[src/pcicsr_cfg.svh]
`ifndef PCICSR_CFG_SVH
`define PCICSR_CFG_SVH
`define PCICSR_OFF_IDENT     8'h00
`define PCICSR_OFF_CMDSTAT   8'h04
`define PCICSR_BIT_PERR_DET  31
`define PCICSR_BIT_SERR_SIG  30
`define PCICSR_BIT_MABORT    29
`define PCICSR_BIT_TABORT    28
`define PCICSR_BIT_RSVD27    27
`define PCICSR_DEVSEL_HI     26
`define PCICSR_DEVSEL_LO     25
`define PCICSR_DEVSEL_MEDIUM 2'h1
`define PCICSR_BIT_DPR       24
`define PCICSR_BIT_FB2B      23
`define PCICSR_BIT_NEWCAP    20
`define PCICSR_BIT_SERR_EN   8
`define PCICSR_BIT_PERR_EN   6
`define PCICSR_BIT_MASTER_EN 2
`define PCICSR_BIT_MEM_EN    1
`define PCICSR_CFG_BIT_CAP   19
`define PCICSR_HOST_BIT_SERR 13
`define PCICSR_ZERO32        32'h0000_0000
`define PCICSR_ZERO16        16'h0000
`endif

[src/pcicsr_pkg.sv]
package pcicsr_pkg;
	typedef struct packed {
		logic [15:0] device_ident;
		logic [15:0] maker_ident;
		logic        perr_det;
		logic        serr_sig;
		logic        mabort;
		logic        tabort;
		logic        dpr;
		logic        serr_en;
		logic        perr_en;
		logic        master_en;
		logic        mem_en;
		logic [31:0] rdata;
	} pcicsr_state_t;
	typedef struct packed {
		logic        seen;
		logic        load_pend;
		logic [15:0] device_ident;
		logic [15:0] maker_ident;
	} pcicsr_ld_t;
endpackage

[src/pcicsr_regs.sv]
`timescale 1ns/1ps
`default_nettype none
`include "pcicsr_cfg.svh"
//Behaviour
//- upper identifier half shows loaded device ident, host writes ignored
//- lower identifier half shows loaded maker ident, read only
//- parity error bit sets on any detected parity error, resets zero
//- system error bit sets whenever system error output driven
//- master abort bit sets when own master transaction master-aborted
//- target abort bit sets when own master transaction target-aborted
//- devsel timing field reads constant medium, ignores writes
//- data parity bit sets only if master, parity enabled, PERR seen
//- fast back-to-back bit always reads one
//- new capabilities bit mirrors capability bit of host config register
//- system error enable plus address parity error drives system error
//- parity enable off: parity error bit still sets, no host flag; on, flags host system error
//- master enable resets zero; zero blocks master transfers
//- memory enable resets zero; zero blocks memory decoding
//- identifiers reload from serial memory after each reset release
//- hardware reset restores defaults
//- byte, word and doubleword writes honour byte enables, reads ignore them
module pcicsr_regs
(
	input  wire logic        CLK,
	input  wire logic        RST_N,
	input  wire logic        CFG_RD,
	input  wire logic        CFG_WR,
	input  wire logic [7:0]  CFG_ADDR,
	input  wire logic [3:0]  CFG_BE,
	input  wire logic [31:0] CFG_WDATA,
	output logic [31:0]      CFG_RDATA,
	input  wire logic        EE_VALID,
	input  wire logic [15:0] EE_DEVICE,
	input  wire logic [15:0] EE_MAKER,
	input  wire logic        CAP_LIST_CFG,
	input  wire logic        PARITY_ERR,
	input  wire logic        ADDR_PARITY_ERR,
	input  wire logic        PERR_SEEN,
	input  wire logic        AS_MASTER,
	input  wire logic        MASTER_ABORT,
	input  wire logic        TARGET_ABORT,
	output logic             SERR_OUT,
	output logic             HOST_SERR_SET,
	output logic             MASTER_ENABLE,
	output logic             MEMORY_ENABLE
);
	pcicsr_pkg::pcicsr_state_t s;
	pcicsr_pkg::pcicsr_state_t next_s;
	logic [15:0] dev_id;
	logic [15:0] mak_id;
	logic [31:0] word;
	logic [31:0] bmask;
	logic [31:0] clr;
	logic        serr_now;

	pcicsr_ident_load u_ld
	(
		.clk          (CLK),
		.rst_n        (RST_N),
		.ee_valid     (EE_VALID),
		.ee_device    (EE_DEVICE),
		.ee_maker     (EE_MAKER),
		.device_ident (dev_id),
		.maker_ident  (mak_id)
	);

	function automatic logic [31:0] be_mask(input logic [3:0] be);
		be_mask = {{8{be[3]}}, {8{be[2]}}, {8{be[1]}}, {8{be[0]}}};
	endfunction

	// ************************************************
	// read view
	// ************************************************
	always_comb
	begin
		word = `PCICSR_ZERO32;
		word[`PCICSR_BIT_PERR_DET] = s.perr_det;
		word[`PCICSR_BIT_SERR_SIG] = s.serr_sig;
		word[`PCICSR_BIT_MABORT] = s.mabort;
		word[`PCICSR_BIT_TABORT] = s.tabort;
		word[`PCICSR_DEVSEL_HI:`PCICSR_DEVSEL_LO] = `PCICSR_DEVSEL_MEDIUM;
		word[`PCICSR_BIT_DPR] = s.dpr;
		word[`PCICSR_BIT_FB2B] = 1'b1;
		word[`PCICSR_BIT_NEWCAP] = CAP_LIST_CFG;
		word[`PCICSR_BIT_SERR_EN] = s.serr_en;
		word[`PCICSR_BIT_PERR_EN] = s.perr_en;
		word[`PCICSR_BIT_MASTER_EN] = s.master_en;
		word[`PCICSR_BIT_MEM_EN] = s.mem_en;
	end

	// ************************************************
	// next state
	// ************************************************
	always_comb
	begin
		next_s = s;
		bmask = be_mask(CFG_BE);
		clr = `PCICSR_ZERO32;
		serr_now = s.serr_en && ADDR_PARITY_ERR;
		next_s.device_ident = dev_id;
		next_s.maker_ident = mak_id;
		if (CFG_WR && CFG_ADDR == `PCICSR_OFF_CMDSTAT)
		begin
			next_s.serr_en = bmask[`PCICSR_BIT_SERR_EN]
				? CFG_WDATA[`PCICSR_BIT_SERR_EN] : s.serr_en;
			next_s.perr_en = bmask[`PCICSR_BIT_PERR_EN]
				? CFG_WDATA[`PCICSR_BIT_PERR_EN] : s.perr_en;
			next_s.master_en = bmask[`PCICSR_BIT_MASTER_EN]
				? CFG_WDATA[`PCICSR_BIT_MASTER_EN] : s.master_en;
			next_s.mem_en = bmask[`PCICSR_BIT_MEM_EN]
				? CFG_WDATA[`PCICSR_BIT_MEM_EN] : s.mem_en;
			// status bits clear by writing one
			clr = CFG_WDATA & bmask;
		end
		if (clr[`PCICSR_BIT_PERR_DET])
			next_s.perr_det = 1'b0;
		if (clr[`PCICSR_BIT_SERR_SIG])
			next_s.serr_sig = 1'b0;
		if (clr[`PCICSR_BIT_MABORT])
			next_s.mabort = 1'b0;
		if (clr[`PCICSR_BIT_TABORT])
			next_s.tabort = 1'b0;
		if (clr[`PCICSR_BIT_DPR])
			next_s.dpr = 1'b0;
		// set wins over a same-cycle clear
		// parity error set
		if (PARITY_ERR || ADDR_PARITY_ERR)
			next_s.perr_det = 1'b1;
		if (serr_now)
			next_s.serr_sig = 1'b1;
		if (MASTER_ABORT && AS_MASTER)
			next_s.mabort = 1'b1;
		if (TARGET_ABORT && AS_MASTER)
			next_s.tabort = 1'b1;
		if (PERR_SEEN && AS_MASTER && s.master_en && s.perr_en)
			next_s.dpr = 1'b1;
		if (CFG_RD)
		begin
			case (CFG_ADDR)
				`PCICSR_OFF_IDENT:
					next_s.rdata = {s.device_ident, s.maker_ident};
				`PCICSR_OFF_CMDSTAT:
					next_s.rdata = word;
				default:
					next_s.rdata = `PCICSR_ZERO32;
			endcase
		end
	end

	// ************************************************
	// registers
	// ************************************************
	// hardware reset only
	always_ff @(posedge CLK or negedge RST_N)
	begin
		if (!RST_N)
		begin
			s <= '0;
		end
		else
		begin
			s <= next_s;
		end
	end

	assign CFG_RDATA = s.rdata;
	assign SERR_OUT = serr_now;
	assign HOST_SERR_SET = s.perr_en && (PARITY_ERR || ADDR_PARITY_ERR);
	assign MASTER_ENABLE = s.master_en;
	assign MEMORY_ENABLE = s.mem_en;

	// ************************************************
	// checks
	// ************************************************
	perr_sticky_a: assert property (@(posedge CLK) disable iff (!RST_N)
		PARITY_ERR |=> s.perr_det)
		else $error("parity error not recorded");
	serr_flag_a: assert property (@(posedge CLK) disable iff (!RST_N)
		SERR_OUT |=> s.serr_sig)
		else $error("system error not recorded");
	mabort_flag_a: assert property (@(posedge CLK) disable iff (!RST_N)
		(MASTER_ABORT && AS_MASTER) |=> s.mabort)
		else $error("master abort not recorded");
	tabort_flag_a: assert property (@(posedge CLK) disable iff (!RST_N)
		(TARGET_ABORT && AS_MASTER) |=> s.tabort)
		else $error("target abort not recorded");
	dpr_cause_a: assert property (@(posedge CLK) disable iff (!RST_N)
		$rose(s.dpr) |-> $past(PERR_SEEN && AS_MASTER && s.perr_en))
		else $error("data parity set without cause");
	serr_gate_a: assert property (@(posedge CLK) disable iff (!RST_N)
		SERR_OUT |-> (s.serr_en && ADDR_PARITY_ERR))
		else $error("system error without enable");
	cmd_read_a: assert property (@(posedge CLK) disable iff (!RST_N)
		(CFG_RD && CFG_ADDR == `PCICSR_OFF_CMDSTAT) |=>
		(CFG_RDATA[`PCICSR_DEVSEL_HI:`PCICSR_DEVSEL_LO]
			== `PCICSR_DEVSEL_MEDIUM && CFG_RDATA[`PCICSR_BIT_FB2B]
			&& CFG_RDATA[`PCICSR_BIT_RSVD27] == 1'b0))
		else $error("fixed status fields wrong");
	ident_read_a: assert property (@(posedge CLK) disable iff (!RST_N)
		(CFG_RD && CFG_ADDR == `PCICSR_OFF_IDENT) |=>
		CFG_RDATA == $past({s.device_ident, s.maker_ident}))
		else $error("identifier read wrong");
	mem_en_a: assert property (@(posedge CLK) disable iff (!RST_N)
		(CFG_WR && CFG_ADDR == `PCICSR_OFF_CMDSTAT && CFG_BE[0]) |=>
		MEMORY_ENABLE == $past(CFG_WDATA[`PCICSR_BIT_MEM_EN]))
		else $error("memory enable not written");
endmodule
`default_nettype wire

[src/pcicsr_ident_load.sv]
`timescale 1ns/1ps
`default_nettype none
`include "pcicsr_cfg.svh"
// latches identifiers once after each reset release, on the first clock with ee_valid from the second clock on
module pcicsr_ident_load
(
	input  wire logic        clk,
	input  wire logic        rst_n,
	input  wire logic        ee_valid,
	input  wire logic [15:0] ee_device,
	input  wire logic [15:0] ee_maker,
	output logic [15:0]      device_ident,
	output logic [15:0]      maker_ident
);
	pcicsr_pkg::pcicsr_ld_t s;
	pcicsr_pkg::pcicsr_ld_t next_s;

	always_comb
	begin
		next_s = s;
		if (!s.seen)
		begin
			next_s.seen = 1'b1;
			next_s.load_pend = 1'b1;
		end
		if (s.load_pend && ee_valid)
		begin
			next_s.device_ident = ee_device;
			next_s.maker_ident = ee_maker;
			next_s.load_pend = 1'b0;
		end
	end

	always_ff @(posedge clk or negedge rst_n)
	begin
		if (!rst_n)
		begin
			s <= '0;
		end
		else
		begin
			s <= next_s;
		end
	end

	assign device_ident = s.device_ident;
	assign maker_ident = s.maker_ident;
endmodule
`default_nettype wire

[config.mk]
export PLATFORM = sky130hd
export DESIGN_NAME = pcicsr_regs
export DESIGN_NICKNAME = d
export VERILOG_FILES = /design/src/pcicsr_pkg.sv /design/src/pcicsr_regs.sv /design/src/pcicsr_ident_load.sv
export VERILOG_INCLUDE_DIRS = /design/src
export SDC_FILE = /design/constraint.sdc
export NUM_CORES = 1
export LEC_CHECK = 0
export BUFFER_PORTS_ARGS = -buffer_cell sky130_fd_sc_hd__buf_2
export CAP_MARGIN = 20
export CORE_ASPECT_RATIO = 0.8
export CORE_MARGIN = 2
export CORE_UTILIZATION = 45
export CTS_CLUSTER_SIZE = 40
export DETAILED_ROUTE_END_ITERATION = 10
export HOLD_SLACK_MARGIN = 0.05
export PLACE_DENSITY = 0.71
export SETUP_SLACK_MARGIN = 0.2
export SYNTH_ARGS = -nofsm -noshare
export SYNTH_HDL_FRONTEND = slang
export SYNTH_SLANG_ARGS = --single-unit
export TNS_END_PERCENT = 1
[constraint.sdc]
create_clock -name CLK -period 2 [get_ports CLK]
set_input_delay 0.6 -clock CLK [delete_from_list [all_inputs] [get_ports CLK]]
set_output_delay 0.6 -clock CLK [all_outputs]
set_load 0.05 [all_outputs]
==> impl_metrics.yaml <==
worst_setup_path:
  ff2ff_path_depth: 3
  worst_setup_path_start_kind: "flop"
  path_class: "flop to output pin"
  cp.required_ns: 1.40
  reg2reg_slack_ns: 0.77
  crit_arrival_ns: 1.13
  crit_fanout: 4
  end_kind: "output pin"
timing:
  hold_viol_final: 0
  period_share_pct: 86.4
  skew_ns: 0.00503
  clock.fmax_mhz: 579
  drv_slew: 0
  min_period_ns: 1.73
  rsz0062_at_grt: "yes"
  setup_viol: 0
  fin_tns_setup_ns: 0
  whs_ns: 0.106
  worst_slack_ns: 0.272
yosys:
  synth-seq-cells: 107
  synth_flop_cell: "dfrtp_1"
  synth-simple-area-share_pct: 3.83
  synth_xor_area_share_pct: 0
  postSynthNetCount: 356
  synth_top_family_by_area: "multiplexers"
  synth_top_area_share_pct: 66.1
  yosysTopAreaCell: "dfrtp_1"
  synth_area_leaders: "dfrtp_1 (66%), mux2_2 (12%), buf_4 (6.3%), a22o_1 (4.8%), o2bb2ai_1 (2.2%)"
  yosysSeqAreaShare_pct: 66.1
  yosysWarnings: 0
  postSynthAreaPerCell_um2: 15.1
  yosys.cell_count.top_type: "dfrtp_1"
  synth-compound-area-share_pct: 8.65
  synth.top_cells.by_count: "dfrtp_1 (107), mux2_2 (43), buf_4 (34)"
  synth_edf_count: 0
  synthArstFlopShare_pct: 100
  synthAdderAreaFrac_pct: 0
  syn_inst: 268
  syn-cell-area_mm2: 0.00405
  ys_types: 29
  synth_mux_area_share_pct: 13.3
placement:
  port-buffer-count: 99
  post-place-ws_ns: 0.135
  gp_congestion: 0.845
  place_hpwl_um: 5170
floorplan:
  fp.dieH_um: 88.9
  rows: 30
  die_x_um: 110
  initial_core_util_pct: 47.1
  dieArea_mm2: 0.00978
  coreArea_mm2: 0.00860
  ios: 124
route:
  drt-pass1-iter-count: 4
  routed_wl_um: 7200
  wl_per_cell_um: 15.6
  drc: 0
  viasPerCell: 4.97
  num_vias: 2285
  drt.antenna.violating_nets: 0
  drt-initial-drc-count: 113
power_and_ir_drop:
  power_density_mw_per_mm2: 913
  vdd_drop_max_v: 0.000446
  p_leak_uw: 0.00234
status:
  run_status: "finished clean"
finish:
  antennaDiodeCount: 0
  areaGrowthSynthToFinish_pct: 16.8
  post-route-util_pct: 55.0
  drive_above_1_share_pct: 49.7
  final_nets: 433
grt:
  grt_use_total_pct: 16.4
  grt_pass1_vias: 2389
  grt-ovfl-total: 0
  antenna_found_initial: 0
  grt_max_degree: 50
  grt_pass1_wl_um: 11800
clocking:
  cts_buffer_depth: 2
  cts.sinks: 107
  clk_pin_slew_worst_paths_ns: 0.09
  cts_buffers: 9
  root_buffer: "clkbuf_8"
  clk_latency_ns: 0.35
  ctsHtreeMaxLevel: 3
  cts_tree: "done"
min_path:
  hp-class: "primary input to asynchronous set/reset pin"
flow_run:
  max_cap_viol_count: 0
cells by family after synthesis:
kind of cell | count (synthesis)
simple gates | 24
mux | 47
compound gates | 41
other cells | 1
buf+inv | 48
flops | 107
registers in the layout (all words and copies together) (netlist names):
name and flops:
CFG_RDATA 32, MASTER_ENABLE 1, MEMORY_ENABLE 1, s 39, u_ld.device_ident 16, u_ld.maker_ident 16
u_ld.s 2
per-stage QoR:
stage	power, uW	std cells	cell area, um2
floorplan	2770	268	4050
CTS	4390	460	4730
finish	4320	460	4730
global placement	2950	446	4510
detailed placement	2980	446	4510
global route	4540	460	4730
timing repair:
| item | in CTS | in global routing |
|---|---|---|
| gates resized for setup | 0 | 2 |
| endpoints found under the setup margin | 0 | 2 |
| setup buffers | 0 | 0 |
| hold buffers | 0 | 0 |
worst paths after layout:
check | start | end
min in group CLK | u_ld.maker_ident[7] | s[48]
max reg2reg | u_ld.s[32] | u_ld.device_ident[4]
max | s[34] | HOST_SERR_SET
max in group asynchronous | RST_N | CFG_RDATA[14]
min | RST_N | MASTER_ENABLE
min reg2reg | u_ld.maker_ident[7] | s[48]
worst max-delay path, stage by stage, from the launching register on:
cell and delay, ns:
dfrtp_1 0.42, o21a_1 0.14, clkbuf_4 0.22
layout make-up:
class                           count  area, um2
Fill cell                         713       3860
Sequential cell                   107       2680
Multi-Input combinational cell    113       1050
Timing Repair Buffer              110        636
Tap cell                          112        140
Clock buffer                       10        138
Clock inverter                      4       76.3
Inverter                            4       15.0
cells in the final DEF, fill, tap and decap left out, types with 2 or more instances in the layout:
cell type and instances:
clkbuf_4 2, clkbuf_8 10, dfrtp_1 107, buf_2 96, o2111ai_1 2, nand4_1 5
bufinv_16 2, buf_4 8, inv_1 4, buf_12 4, o2bb2ai_1 10, nand2_1 11
a22o_1 22, o21ai_0 2, mux2_4 3, and2_1 2, mux2_2 43
per-layer routing:
layer | vias up | global-route usage [%] | wire (um)
li1 | 1066 | - | -
met1 | 1144 | 22.4 | 3300
met2 | 64 | 24.9 | 3350
met3 | 11 | 4.71 | 444
met4 | 0 | 6.21 | 104
met5 | - | 0 | 0
power breakdown:
group / internal, uW / switching (uW) / total [uW] / leakage [uW]
sequential: 2430 / 101 / 2530 / 0.00132
combinational: 215 / 181 / 396 / 0.000913
clock: 728 / 668 / 1400 / 0.000104
Power figures use the tool's default switching activity.
